`src/cosc_map.vh`:
```
// Register map, field positions and codes of the output/shutdown control.
// Assumes a 16-bit register port with word indices 0 to 4.
`ifndef COSC_MAP_VH
`define COSC_MAP_VH
`define COSC_IDX_SDG 3'h0
`define COSC_IDX_OEC 3'h1
`define COSC_IDX_DTC 3'h2
`define COSC_IDX_OMP 3'h3
`define COSC_IDX_STAT 3'h4
`define COSC_SDG_MASK 16'hd0ff
`define COSC_OEC_MASK_MULTI 16'hbfdf
`define COSC_OEC_MASK_SINGLE 16'h81df
`define COSC_DTC_MASK 16'h003f
`define COSC_OMP_MASK_MULTI 16'hf73f
`define COSC_OMP_MASK_SINGLE 16'hf02c
`define COSC_OEC_RESET 16'h0100
`define COSC_SDG_RESTART 15
`define COSC_SDG_GATEMODE 14
`define COSC_SDG_SWSD 12
`define COSC_OEC_SYNC 15
`define COSC_OEC_EN_HI 13
`define COSC_OEC_EN_LO 8
`define COSC_OEC_GSM_HI 7
`define COSC_OEC_GSM_LO 6
`define COSC_OEC_AUX_HI 4
`define COSC_OEC_AUX_LO 3
`define COSC_OEC_ICS_HI 2
`define COSC_OEC_ICS_LO 0
`define COSC_OMP_OUTPUT_WAIT_FOR_TRIGGER 15
`define COSC_OMP_OSC_HI 14
`define COSC_OMP_OSC_LO 12
`define COSC_OMP_OUTM_HI 10
`define COSC_OMP_OUTM_LO 8
`define COSC_OMP_POLARITY_GROUP_ACE 5
`define COSC_OMP_POLARITY_GROUP_BDF 4
`define COSC_OMP_PSSA_HI 3
`define COSC_OMP_PSSA_LO 2
`define COSC_OMP_PSSB_HI 1
`define COSC_OMP_PSSB_LO 0
`define COSC_STAT_TRIG 7
`define COSC_STAT_SDEVT 4
`define COSC_STAT_CAPTURE_DISABLE_STATUS 2
`define COSC_GSM_LEVEL 2'h0
`define COSC_GSM_RISE 2'h1
`define COSC_GSM_FALL 2'h2
`define COSC_AUX_OFF 2'h0
`define COSC_AUX_ROLL 2'h1
`define COSC_AUX_MODE 2'h2
`define COSC_AUX_EVT 2'h3
`define COSC_OUTM_STEER 3'h0
`define COSC_OUTM_PUSHPULL 3'h1
`define COSC_OUTM_HALFBR 3'h2
`define COSC_OUTM_BDC_REV 3'h4
`define COSC_OUTM_BDC_FWD 3'h5
`define COSC_OUTM_SCAN 3'h6
`define COSC_PSS_ACTIVE 2'h3
`define COSC_PSS_INACTIVE 2'h2
`endif

```
`src/cosc_ctrl.v`:
```
// Output shutdown, steering, dead time and capture gating control stage.
// Assumes the time base, PWM generator and capture edge logic sit outside
// and hand in their signals synchronous to clock_i.
// Operation
// - With restart enable, shutdown status clears at next period after input leaves.
// - Gate mode set delays shutdown to next rollover; clear acts at once.
// - Software shutdown bit forces the event, still obeying gate mode.
// - Eight source enables admit comparators, compare outputs, logic cell, faults.
// - Output enable sync applies enable changes at next rollover.
// - Enable bit hands pin to module; output A enable resets to one.
// - Capture gate modes: level, rising enables, falling disables, 11 reserved.
// - Aux output: off, rollover, mode signal, capture/compare event.
// - Capture source: pin, comparators one to three, logic cells one to four.
// - Dead-time count N inserts N clocks; zero disables.
// - Hold bit in triggered operation keeps enabled pins undriven until trigger.
// - One-shot count N extends a triggered run by N periods.
// - Mode 000 steer, 001 push-pull, 010 half-bridge; 011 and 111 reserved.
// - Mode 100 reverse brushed DC, 101 forward, 110 output scan.
// - Polarity bits make ACE and BDF pin groups active-low when set.
// - Shutdown state 11 drives active, 10 inactive, 0x high impedance.
// - Dead time, B-F enables, second polarity, mode exist in multi-output only.
// - Shutdown status reads one while outputs are held in shutdown.
// - Capture disable status set blocks capture events.
// - Trigger enable holds timer in reset until a trigger.
// - In one-shot mode the run length follows the extend count.
`default_nettype none
`include "cosc_map.vh"

module cosc_ctrl #(
   parameter MULTI = 1
) (
   // Clock and reset.
   input wire clock_i,
   input wire rst_n_i,
   // Register port.
   input wire [2:0] addr_i,
   input wire [15:0] wdata_i,
   input wire wr_i,
   input wire rd_i,
   output reg [15:0] rdata_o,
   // Time base and generator interface.
   input wire rollover_i,
   input wire trigger_enable_i,
   input wire one_shot_enable_i,
   input wire trigger_set_i,
   input wire trigger_clear_i,
   input wire timer_mode_i,
   input wire pwm_a_i,
   input wire pwm_b_i,
   input wire mode_aux_i,
   input wire ccp_event_i,
   input wire direction_i,
   input wire [1:0] scan_sel_i,
   // Shutdown sources, order: comparator_one..3, oc x, oc y, logic cell, fault a, b.
   input wire [7:0] shutdown_src_i,
   // Capture sources.
   input wire capture_input_pin_i,
   input wire [2:0] comparator_i,
   input wire [3:0] logic_cell_output_i,
   input wire gate_src_i,
   input wire gate_arm_i,
   // Pins, groups A..F; enables low while the module drives a pin.
   output reg [5:0] compare_output_pin_o,
   output reg [5:0] compare_output_oe_n_o,
   output reg [5:0] pin_owned_o,
   output reg capture_o,
   output reg aux_o,
   output reg timer_hold_o,
   output reg shutdown_event_status_o
);

   ////////////////////////////////////////////////////////////////////////
   // Registers.
   reg [15:0] sdg_r;
   reg [15:0] oec_r;
   reg [15:0] dtc_r;
   reg [15:0] omp_r;
   reg [5:0] en_live_r;
   reg sd_r;
   reg sd_pend_r;
   reg capture_disable_status_r;
   reg gate_d_r;
   reg armed_r;
   reg trig_r;
   reg [2:0] os_cnt_r;
   reg cap_d_r;
   reg [5:0] dt_cnt_a_r;
   reg [5:0] dt_cnt_b_r;
   reg [5:0] drv_r;

   wire [15:0] oec_mask;
   wire [15:0] omp_mask;
   assign oec_mask = MULTI ? `COSC_OEC_MASK_MULTI : `COSC_OEC_MASK_SINGLE;
   assign omp_mask = MULTI ? `COSC_OMP_MASK_MULTI : `COSC_OMP_MASK_SINGLE;

   // Single instances lose B-F enables, dead time, mode and second
   // polarity: the masks below simply never let those bits store.
   always @(posedge clock_i or negedge rst_n_i) begin
      if (!rst_n_i) begin
         sdg_r <= 16'h0000;
         oec_r <= `COSC_OEC_RESET;
         dtc_r <= 16'h0000;
         omp_r <= 16'h0000;
      end else if (wr_i) begin
         case (addr_i)
            `COSC_IDX_SDG: sdg_r <= wdata_i & `COSC_SDG_MASK;
            `COSC_IDX_OEC: oec_r <= wdata_i & oec_mask;
            `COSC_IDX_DTC: dtc_r <= MULTI ? (wdata_i & `COSC_DTC_MASK) :
               16'h0000;
            `COSC_IDX_OMP: omp_r <= wdata_i & omp_mask;
            default: ;
         endcase
      end
   end

   ////////////////////////////////////////////////////////////////////////
   // Shutdown: sources, software force and gate timing.
   wire sd_req;
   wire sd_now;
   wire sd_clr_wr;
   assign sd_req = (|(shutdown_src_i & sdg_r[7:0])) |
      sdg_r[`COSC_SDG_SWSD];
   assign sd_now = (sd_req | sd_pend_r) & (~sdg_r[`COSC_SDG_GATEMODE] |
      rollover_i);
   assign sd_clr_wr = wr_i & (addr_i == `COSC_IDX_STAT) &
      ~wdata_i[`COSC_STAT_SDEVT];

   // A new event wins over a clear in the same cycle.
   always @(posedge clock_i or negedge rst_n_i) begin
      if (!rst_n_i) begin
         sd_r <= 1'b0;
         sd_pend_r <= 1'b0;
      end else begin
         sd_pend_r <= (sd_req | sd_pend_r) & sdg_r[`COSC_SDG_GATEMODE] &
            ~rollover_i & ~sd_r;
         if (sd_now) begin
            sd_r <= 1'b1;
            sd_pend_r <= 1'b0;
         end else if (sd_r & sdg_r[`COSC_SDG_RESTART] & rollover_i) begin
            sd_r <= 1'b0;
         end else if (sd_r & sd_clr_wr) begin
            sd_r <= 1'b0;
         end
      end
   end

   ////////////////////////////////////////////////////////////////////////
   // Output enable updates, immediate or at rollover.
   always @(posedge clock_i or negedge rst_n_i) begin
      if (!rst_n_i) begin
         en_live_r <= 6'h01;
      end else if (~oec_r[`COSC_OEC_SYNC] | rollover_i) begin
         en_live_r <= oec_r[`COSC_OEC_EN_HI:`COSC_OEC_EN_LO];
      end
   end

   ////////////////////////////////////////////////////////////////////////
   // Capture source and gating.
   function cosc_pick;
      input [2:0] sel;
      input pin;
      input [2:0] cmp;
      input [3:0] logic_cell_output;
      begin
         case (sel)
            3'h0: cosc_pick = pin;
            3'h1: cosc_pick = cmp[0];
            3'h2: cosc_pick = cmp[1];
            3'h3: cosc_pick = cmp[2];
            3'h4: cosc_pick = logic_cell_output[0];
            3'h5: cosc_pick = logic_cell_output[1];
            3'h6: cosc_pick = logic_cell_output[2];
            default: cosc_pick = logic_cell_output[3];
         endcase
      end
   endfunction

   wire cap_src;
   wire [1:0] gsm;
   // Software gating goes through the same path as the hardware gate.
   wire gate_lvl;
   assign cap_src = cosc_pick(oec_r[`COSC_OEC_ICS_HI:`COSC_OEC_ICS_LO],
      capture_input_pin_i, comparator_i, logic_cell_output_i);
   assign gsm = oec_r[`COSC_OEC_GSM_HI:`COSC_OEC_GSM_LO];
   assign gate_lvl = gate_src_i & ~sdg_r[`COSC_SDG_SWSD];

   always @(posedge clock_i or negedge rst_n_i) begin
      if (!rst_n_i) begin
         capture_disable_status_r <= 1'b0;
         gate_d_r <= 1'b0;
         armed_r <= 1'b0;
         cap_d_r <= 1'b0;
         capture_o <= 1'b0;
      end else begin
         gate_d_r <= gate_lvl;
         cap_d_r <= cap_src;
         capture_o <= cap_src & ~cap_d_r & ~capture_disable_status_r;
         case (gsm)
            `COSC_GSM_LEVEL: capture_disable_status_r <= ~gate_lvl;
            `COSC_GSM_RISE: begin
               if (gate_arm_i) armed_r <= 1'b1;
               else if (armed_r & gate_lvl & ~gate_d_r) begin
                  capture_disable_status_r <= 1'b0;
                  armed_r <= 1'b0;
               end
            end
            `COSC_GSM_FALL: begin
               if (gate_arm_i) armed_r <= 1'b1;
               else if (armed_r & ~gate_lvl & gate_d_r) begin
                  capture_disable_status_r <= 1'b1;
                  armed_r <= 1'b0;
               end
            end
            default: ; // Reserved code leaves gating as it stands.
         endcase
      end
   end

   ////////////////////////////////////////////////////////////////////////
   // Trigger run and one-shot extension.
   always @(posedge clock_i or negedge rst_n_i) begin
      if (!rst_n_i) begin
         trig_r <= 1'b0;
         os_cnt_r <= 3'h0;
      end else if (~trigger_enable_i) begin
         trig_r <= 1'b0;
         os_cnt_r <= 3'h0;
      end else if (trigger_set_i) begin
         trig_r <= 1'b1;
         os_cnt_r <= omp_r[`COSC_OMP_OSC_HI:`COSC_OMP_OSC_LO];
      end else if (trigger_clear_i) begin
         trig_r <= 1'b0;
      end else if (trig_r & one_shot_enable_i & rollover_i) begin
         if (os_cnt_r == 3'h0) trig_r <= 1'b0;
         else os_cnt_r <= os_cnt_r - 3'h1;
      end
   end

   ////////////////////////////////////////////////////////////////////////
   // Dead time: rising edges delayed by N clocks.
   wire [5:0] dt_n;
   reg dt_a;
   reg dt_b;
   assign dt_n = dtc_r[5:0];
   always @(posedge clock_i or negedge rst_n_i) begin
      if (!rst_n_i) begin
         dt_cnt_a_r <= 6'h00;
         dt_cnt_b_r <= 6'h00;
      end else begin
         dt_cnt_a_r <= ~pwm_a_i ? 6'h00 :
            (dt_cnt_a_r < dt_n ? dt_cnt_a_r + 6'h01 : dt_cnt_a_r);
         dt_cnt_b_r <= ~pwm_b_i ? 6'h00 :
            (dt_cnt_b_r < dt_n ? dt_cnt_b_r + 6'h01 : dt_cnt_b_r);
      end
   end
   always @* begin
      dt_a = pwm_a_i & (dt_cnt_a_r >= dt_n);
      dt_b = pwm_b_i & (dt_cnt_b_r >= dt_n);
   end

   ////////////////////////////////////////////////////////////////////////
   // Output mode steering, active-high before polarity.
   reg [5:0] act;
   always @* begin
      act = 6'h00;
      case (omp_r[`COSC_OMP_OUTM_HI:`COSC_OMP_OUTM_LO])
         `COSC_OUTM_STEER: act = {6{pwm_a_i}};
         `COSC_OUTM_PUSHPULL: act = {4'h0, ~pwm_a_i, pwm_a_i};
         `COSC_OUTM_HALFBR: act = {4'h0, dt_b, dt_a};
         `COSC_OUTM_BDC_REV: act = {4'h0, pwm_a_i, 1'b0} |
            {2'h0, 4'h1 & {4{~direction_i}}} ;
         `COSC_OUTM_BDC_FWD: act = {2'h0, pwm_a_i, 2'h0, 1'b1};
         `COSC_OUTM_SCAN: act = {5'h00, pwm_a_i} << scan_sel_i;
         default: act = 6'h00;
      endcase
   end

   ////////////////////////////////////////////////////////////////////////
   // Pin drive: shutdown states, polarity, trigger hold, ownership.
   wire [1:0] pss_a;
   wire [1:0] pss_b;
   wire pol_a;
   wire pol_b;
   wire hold;
   assign pss_a = omp_r[`COSC_OMP_PSSA_HI:`COSC_OMP_PSSA_LO];
   assign pss_b = omp_r[`COSC_OMP_PSSB_HI:`COSC_OMP_PSSB_LO];
   assign pol_a = omp_r[`COSC_OMP_POLARITY_GROUP_ACE];
   assign pol_b = omp_r[`COSC_OMP_POLARITY_GROUP_BDF];
   assign hold = omp_r[`COSC_OMP_OUTPUT_WAIT_FOR_TRIGGER] & trigger_enable_i & ~trig_r;

   genvar g;
   generate
      for (g = 0; g < 6; g = g + 1) begin : pin_g
         wire [1:0] pss;
         wire pol;
         wire lvl;
         wire tri_st;
         assign pss = (g % 2 == 0) ? pss_a : pss_b;
         assign pol = (g % 2 == 0) ? pol_a : pol_b;
         assign lvl = sd_r ? (pss == `COSC_PSS_ACTIVE) : act[g];
         assign tri_st = sd_r & ~pss[1];
         always @(posedge clock_i or negedge rst_n_i) begin
            if (!rst_n_i) begin
               compare_output_pin_o[g] <= 1'b0;
               compare_output_oe_n_o[g] <= 1'b1;
               pin_owned_o[g] <= 1'b0;
            end else begin
               compare_output_pin_o[g] <= lvl ^ pol;
               compare_output_oe_n_o[g] <= ~en_live_r[g] | tri_st |
                  hold;
               pin_owned_o[g] <= en_live_r[g];
            end
         end
      end
   endgenerate

   ////////////////////////////////////////////////////////////////////////
   // Aux output, timer hold, status and read port.
   always @(posedge clock_i or negedge rst_n_i) begin
      if (!rst_n_i) begin
         aux_o <= 1'b0;
         timer_hold_o <= 1'b0;
         shutdown_event_status_o <= 1'b0;
         rdata_o <= 16'h0000;
      end else begin
         case (oec_r[`COSC_OEC_AUX_HI:`COSC_OEC_AUX_LO])
            `COSC_AUX_ROLL: aux_o <= rollover_i;
            `COSC_AUX_MODE: aux_o <= mode_aux_i;
            `COSC_AUX_EVT: aux_o <= ccp_event_i & ~timer_mode_i;
            default: aux_o <= 1'b0;
         endcase
         timer_hold_o <= trigger_enable_i & ~trig_r;
         shutdown_event_status_o <= sd_r;
         rdata_o <= 16'h0000;
         if (rd_i) begin
            case (addr_i)
               `COSC_IDX_SDG: rdata_o <= sdg_r;
               `COSC_IDX_OEC: rdata_o <= oec_r;
               `COSC_IDX_DTC: rdata_o <= dtc_r;
               `COSC_IDX_OMP: rdata_o <= omp_r;
               `COSC_IDX_STAT: rdata_o <= {8'h00, trig_r, 2'h0, sd_r, 1'b0,
                  capture_disable_status_r, 2'h0};
               default: rdata_o <= 16'h0000;
            endcase
         end
      end
   end

endmodule
`default_nettype wire

```
`config.mk`:
```
export PLATFORM = sky130hd
export DESIGN_NAME = cosc_ctrl
export DESIGN_NICKNAME = d
export VERILOG_FILES = /design/src/cosc_ctrl.v
export VERILOG_INCLUDE_DIRS = /design/src
export SDC_FILE = /design/constraint.sdc
export NUM_CORES = 1
export LEC_CHECK = 0
export ABC_AREA = 1
export BUFFER_PORTS_ARGS = -buffer_cell sky130_fd_sc_hd__buf_2
export CORE_MARGIN = 2
export CORE_UTILIZATION = 50
export CTS_CLUSTER_DIAMETER = 80
export DETAILED_ROUTE_END_ITERATION = 8
export PLACE_DENSITY = 0.73
export SLEW_MARGIN = 30
export SYNTH_ARGS = -nofsm -noshare
export SYNTH_HDL_FRONTEND = slang
export SYNTH_SLANG_ARGS = --single-unit
```
`constraint.sdc`:
```
create_clock -name clock_i -period 2.1 [get_ports clock_i]
set_input_delay 0.315 -clock clock_i [delete_from_list [all_inputs] [get_ports clock_i]]
set_output_delay 0.315 -clock clock_i [all_outputs]
set_load 0.01 [all_outputs]
```
# Word level (Yosys, flattened, before mapping)
# Cells that the tools add are included.
[word_totals]
mem_bits_rw = 0
memories = 0
in_bits = 54
output_inout_bits = 38
regBits = 110
wordCells = 208
latch_bits = 0
mem_bits_ro = 0
[classes]
add_sub_neg = 3
bitwise_logic = 72
eq_ne = 35
reduce_logical = 17
n_mul = 0
n_mux = 38
order_cmp = 4
div = 0
n_shift = 1
[op_table]
columns = ["operator", "n"]
rows = [
  ["16-bit one-hot mux with 5 select lines", 1],
  ["6-bit one-hot mux with 6 select lines", 1],
  ["1-bit bitwise AND", 26],
  ["6-bit 2-to-1 mux", 4],
  ["1-bit 2-to-1 mux", 22],
  ["1-bit NOT", 22],
  ["3-bit equality test, second input constant", 7],
  ["16-bit 2-to-1 mux", 1],
  ["1-bit OR", 16],
  ["3-bit by 2-bit equality test with 1-bit output, second input constant", 5],
  ["3-bit 2-to-1 mux", 5],
  ["6-bit by 1-bit adder with 6-bit output, second input constant", 2],
  ["6-bit greater-or-equal comparator", 2],
  ["3-bit logical NOT", 4],
  ["6-bit less-than comparator", 2],
  ["3-bit inequality test, second input constant", 4],
  ["2-bit equality test, second input constant", 5],
  ["2-bit AND reduction", 5],
  ["3-bit by 1-bit equality test with 1-bit output, second input constant", 3],
  ["8-bit bitwise AND", 1],
  ["2-bit inequality test, second input constant", 4],
  ["4-bit by 1-bit inequality test with 1-bit output, second input constant", 2],
  ["8-bit OR reduction", 1],
  ["1-bit one-hot mux with 7 select lines", 1],
  ["14 further kinds", 24],
]

# Longest topological paths before layout
[logic_depth]
ltp_word = 8
depth_mapped = 13
ltp_nobuf = 13

# Worst setup path before layout
# OpenSTA, ideal clock, no wires.
[synth_path]
path_kind = "register to register"
startpoint = "reg dtc_r[5]"
endpoint = "reg dt_cnt_a_r[5]"
t_required_ns = 1.983
slack_ns = 0.487
n_path_buf = 0
synth_period_minus_slack_ns = 1.613
setup_time_ns = 0.117
stages_incl_launch_ff = 11
arrival_ns = 1.496
path_cell_list = "dfrtp_1 -> inv_1 -> ha_1 -> nand2_1 -> inv_1 -> a21oi_1 -> nand2_2 -> nor4_1 -> nand2_1 -> nand2_1 -> nor2_1"
[synth_via]
elab_chain_len = 2
[synth_rtl]
columns = ["item", "line", "source"]
rows = [
  ["start: declaration", "cosc_ctrl.v:76", "reg [15:0] dtc_r;"],
  ["start signal: assignment", "cosc_ctrl.v:108", "`COSC_IDX_DTC: dtc_r <= MULTI ? (wdata_i & `COSC_DTC_MASK) :"],
  ["6-bit less-than comparator", "cosc_ctrl.v:251", "(dt_cnt_a_r < dt_n ? dt_cnt_a_r + 6'h01 : dt_cnt_a_r);"],
  ["2-bit by 1-bit inequality test with 1-bit output (no source line)", "-", ""],
  ["end signal: assignment", "cosc_ctrl.v:250", "dt_cnt_a_r <= ~pwm_a_i ? 6'h00 :"],
  ["end: declaration", "cosc_ctrl.v:87", "reg [5:0] dt_cnt_a_r;"],
]
# No other way between the ends.
# A chain may end at the register's enable or synchronous reset.

# Final worst setup path
# Same ends and word-level chain as after synthesis.

==> out/qor.csv <==
metric,value,unit
final worst slack,254,ps
clock sink count,110,
Detailed Route WL,11600,um
antenna violations before repair,0,
"commonest non-fill, non-tap cell in the layout",nand2_1,
Vias/cell,5.27,
Initial Utilization,51.9,%
Leak,3.07,nW
Die Ht,105,um
stages on the worst setup path,10,
Yosys reg bits,110,
max-slew violations,0,
total track usage,22.3,%
post-layout util,60.4,%
ys flop type,dfrtp_1,
syn_area_per_cell,8.91,sq um
RePlAce Congestion,0.882,
Final Cell Area,5960,sq um
layout cell share with drive strength beyond 1,21.6,%
crit path kind,flip-flop to flip-flop,
ranking of synthesized cells by area,"dfrtp_1, nand2_1, inv_1",
Peak VDD IR,449,uV
# IOs,92,
total power,5.57,mW
Worst setup EP type,flip-flop,
worst r2r src,dtc_r[5]$_DFFE_PN0P_,
DIE AREA,11100,sq um
drt first pass iters,5,
Tcrit/Tclk final,87.9,%
clk slew on worst S/H paths,100,ps
met2 Use GR,33.9,%
CTS tree,built,
CTS max path bufs,2,
Worst-Margin Slew,685,ps
FMAX,0.542,GHz
R2R Setup Slk,250,ps
worst path cell trace,inv_1 > ha_1 > nand2_1 > inv_1 > a21oi_1 > nand2_2 > nor4_1 > nand2_1 > nand2_1 > nor2_1,
PD cells,934,nW/um^2
post-synthesis sequential area ratio,53.9,%
total grt overflow,0,
Async SR Flop Fraction,100,%
Setup Skew,9.29,ps
I/O Buffers,91,
Core Area,9860,sq um
slowest CP cell,dfrtp_1,
Post-synth EDFFs,0,
Worst Setup EP,dt_cnt_a_r[5]$_DFFE_PN0P_,
post-synth top area share,49.8,%
area grow syn2layout,16.3,%
htree depth,3,
most frequent cells in the layout,"nand2_1, dfrtp_1, buf_2",
warnings from Yosys,0,
DP Worst Slack,286,ps
routing usage on met3,4.02,%
vias in the first global route,4060,
floorplan row count,36,
HP Class,input port to flip-flop,
synthesized instance count,575,
GRT busiest layer,met2,
Final #Nets,743,
mean routed wirelength per cell,14.3,um
first-pass GRT wire length,19400,um
peak fanout along the critical path,7,
"most used cell, CP",nand2_1,
clk_lat worst skew,390,ps
pin count of the biggest net entering global routing,47,
RSZ-0062 raised after global routing,no,
Period minus WS final,1850,ps
startpoint types,flip-flop,
FF-to-FF End,dt_cnt_a_r[5]$_DFFE_PN0P_,
critical path arrival,2130,ps
setup violators final,0,
Vias,4261,
CTS Buf Count,9,
final hold violation count,0,
GR Util met1,31.4,%
width of the die,105,um
r2r worst-path depth,10,
hpwl dp,8820,um
CP peak stage delay,390,ps
Slew headroom,54.2,%
Final ANT Viol Nets,0,
Worst Setup SP,dtc_r[5]$_DFFE_PN0P_,
ant diodes,0,
Mapped Area,5120,sq um
"Largest delay share family, worst path",simple AND/OR/NAND/NOR gates,
status,finished clean,
"area leader, netlist",dfrtp_1,
max_cap viols,0,
WP data required,2380,ps
Syn Nets,648,
DR iter-0 viols,270,
post-CTS resize count,0,
Cell variety after synth,42,
Final TNS setup,0,ps
"Buf+Inv Stages, Crit Path",2,
Root Driver,clkbuf_8,
drt drc,0,
Fillers,832,
DP Area,5720,sq um
[cells by family after synthesis]
family | after synthesis | synth area share [%]
flip-flops | 110 | 53.9
AO/OA/AOI/OAI | 109 | 12.0
multiplexers | 7 | 1.54
XOR/XNOR | 4 | 0.684
adder cells (fa/ha/maj) | 19 | 4.64
AND/OR/NAND/NOR | 236 | 20.0
buffers and inverters | 90 | 7.25
[routing by layer]
metal	wire, um	vias to the layer above
li1	-	2069
met1	5290	2030
met2	5360	139
met3	648	23
met4	295	0
met5	0	-
[flip-flops by register name, summed over array words and instances, names as in the netlist, 6 cells and up]
| register | count |
|---|---|
| oec_r | 14 |
| pin_owned_o | 6 |
| compare_output_oe_n_o | 6 |
| compare_output_pin_o | 6 |
| dt_cnt_b_r | 6 |
| en_live_r | 6 |
| rdata_o | 16 |
| dtc_r | 6 |
| sdg_r | 11 |
| omp_r | 13 |
| dt_cnt_a_r | 6 |
[cells in the mapped netlist, types with 4 or more instances]
master / n
a21oi_1: 18
buf_2: 6
clkbuf_1: 4
dfrtp_1: 102
dfstp_2: 8
ha_1: 19
inv_1: 71
inv_2: 5
mux2_2: 6
nand2_1: 145
nand2_2: 4
nand3_1: 27
nor2_1: 35
nor3_1: 8
o21ai_0: 25
o21ai_1: 44
o221ai_1: 6
o22ai_1: 4
xor2_1: 4
[worst min path at each step]
stage	startpoint	to	slack [ps]	cells after the start
final	trigger_clear_i	trig_r$_DFFE_PN0P_	130	2
after global routing	trigger_clear_i	trig_r$_DFFE_PN0P_	120	2
after CTS	trigger_clear_i	trig_r$_DFFE_PN0P_	120	2
after detailed placement	rst_n_i	pin_owned_o[3]$_DFF_PN0_	350	1
after global placement	rst_n_i	pin_owned_o[3]$_DFF_PN0_	340	1
after floorplan	rst_n_i	armed_r$_DFFE_PN0P_	20	0
[power breakdown]
part           switching [mW]  internal, mW  leakage, nW
Combinational           0.784         0.522         1.57
Clock                   0.747         0.722        0.114
Sequential              0.272          2.52         1.39
Total                    1.80          3.77         3.07
[through the flow]
step,hold WS (ps),instances
after floorplan,19.4,575
after global placement,344,791
after detailed placement,348,791
after CTS,124,808
after global routing,116,808
final,128,808
[area by class of cell]
type | count | area [sq um] | share of cell area, %
tap | 133 | 166 | 2.79
clock inverter | 5 | 90.1 | 1.51
inverter | 76 | 285 | 4.79
multi-input combinational | 375 | 1990 | 33.4
timing repair buffer | 98 | 526 | 8.82
clock buffer | 11 | 141 | 2.37
sequential | 110 | 2760 | 46.3
[repair_timing]
action / 4_1_cts / 5_1_grt
buffers inserted: 0 / 0
hold buffers: 1 / 0
hold endpoints to repair: 34 / 0
Note: power is estimated with default switching activity, not from simulation.
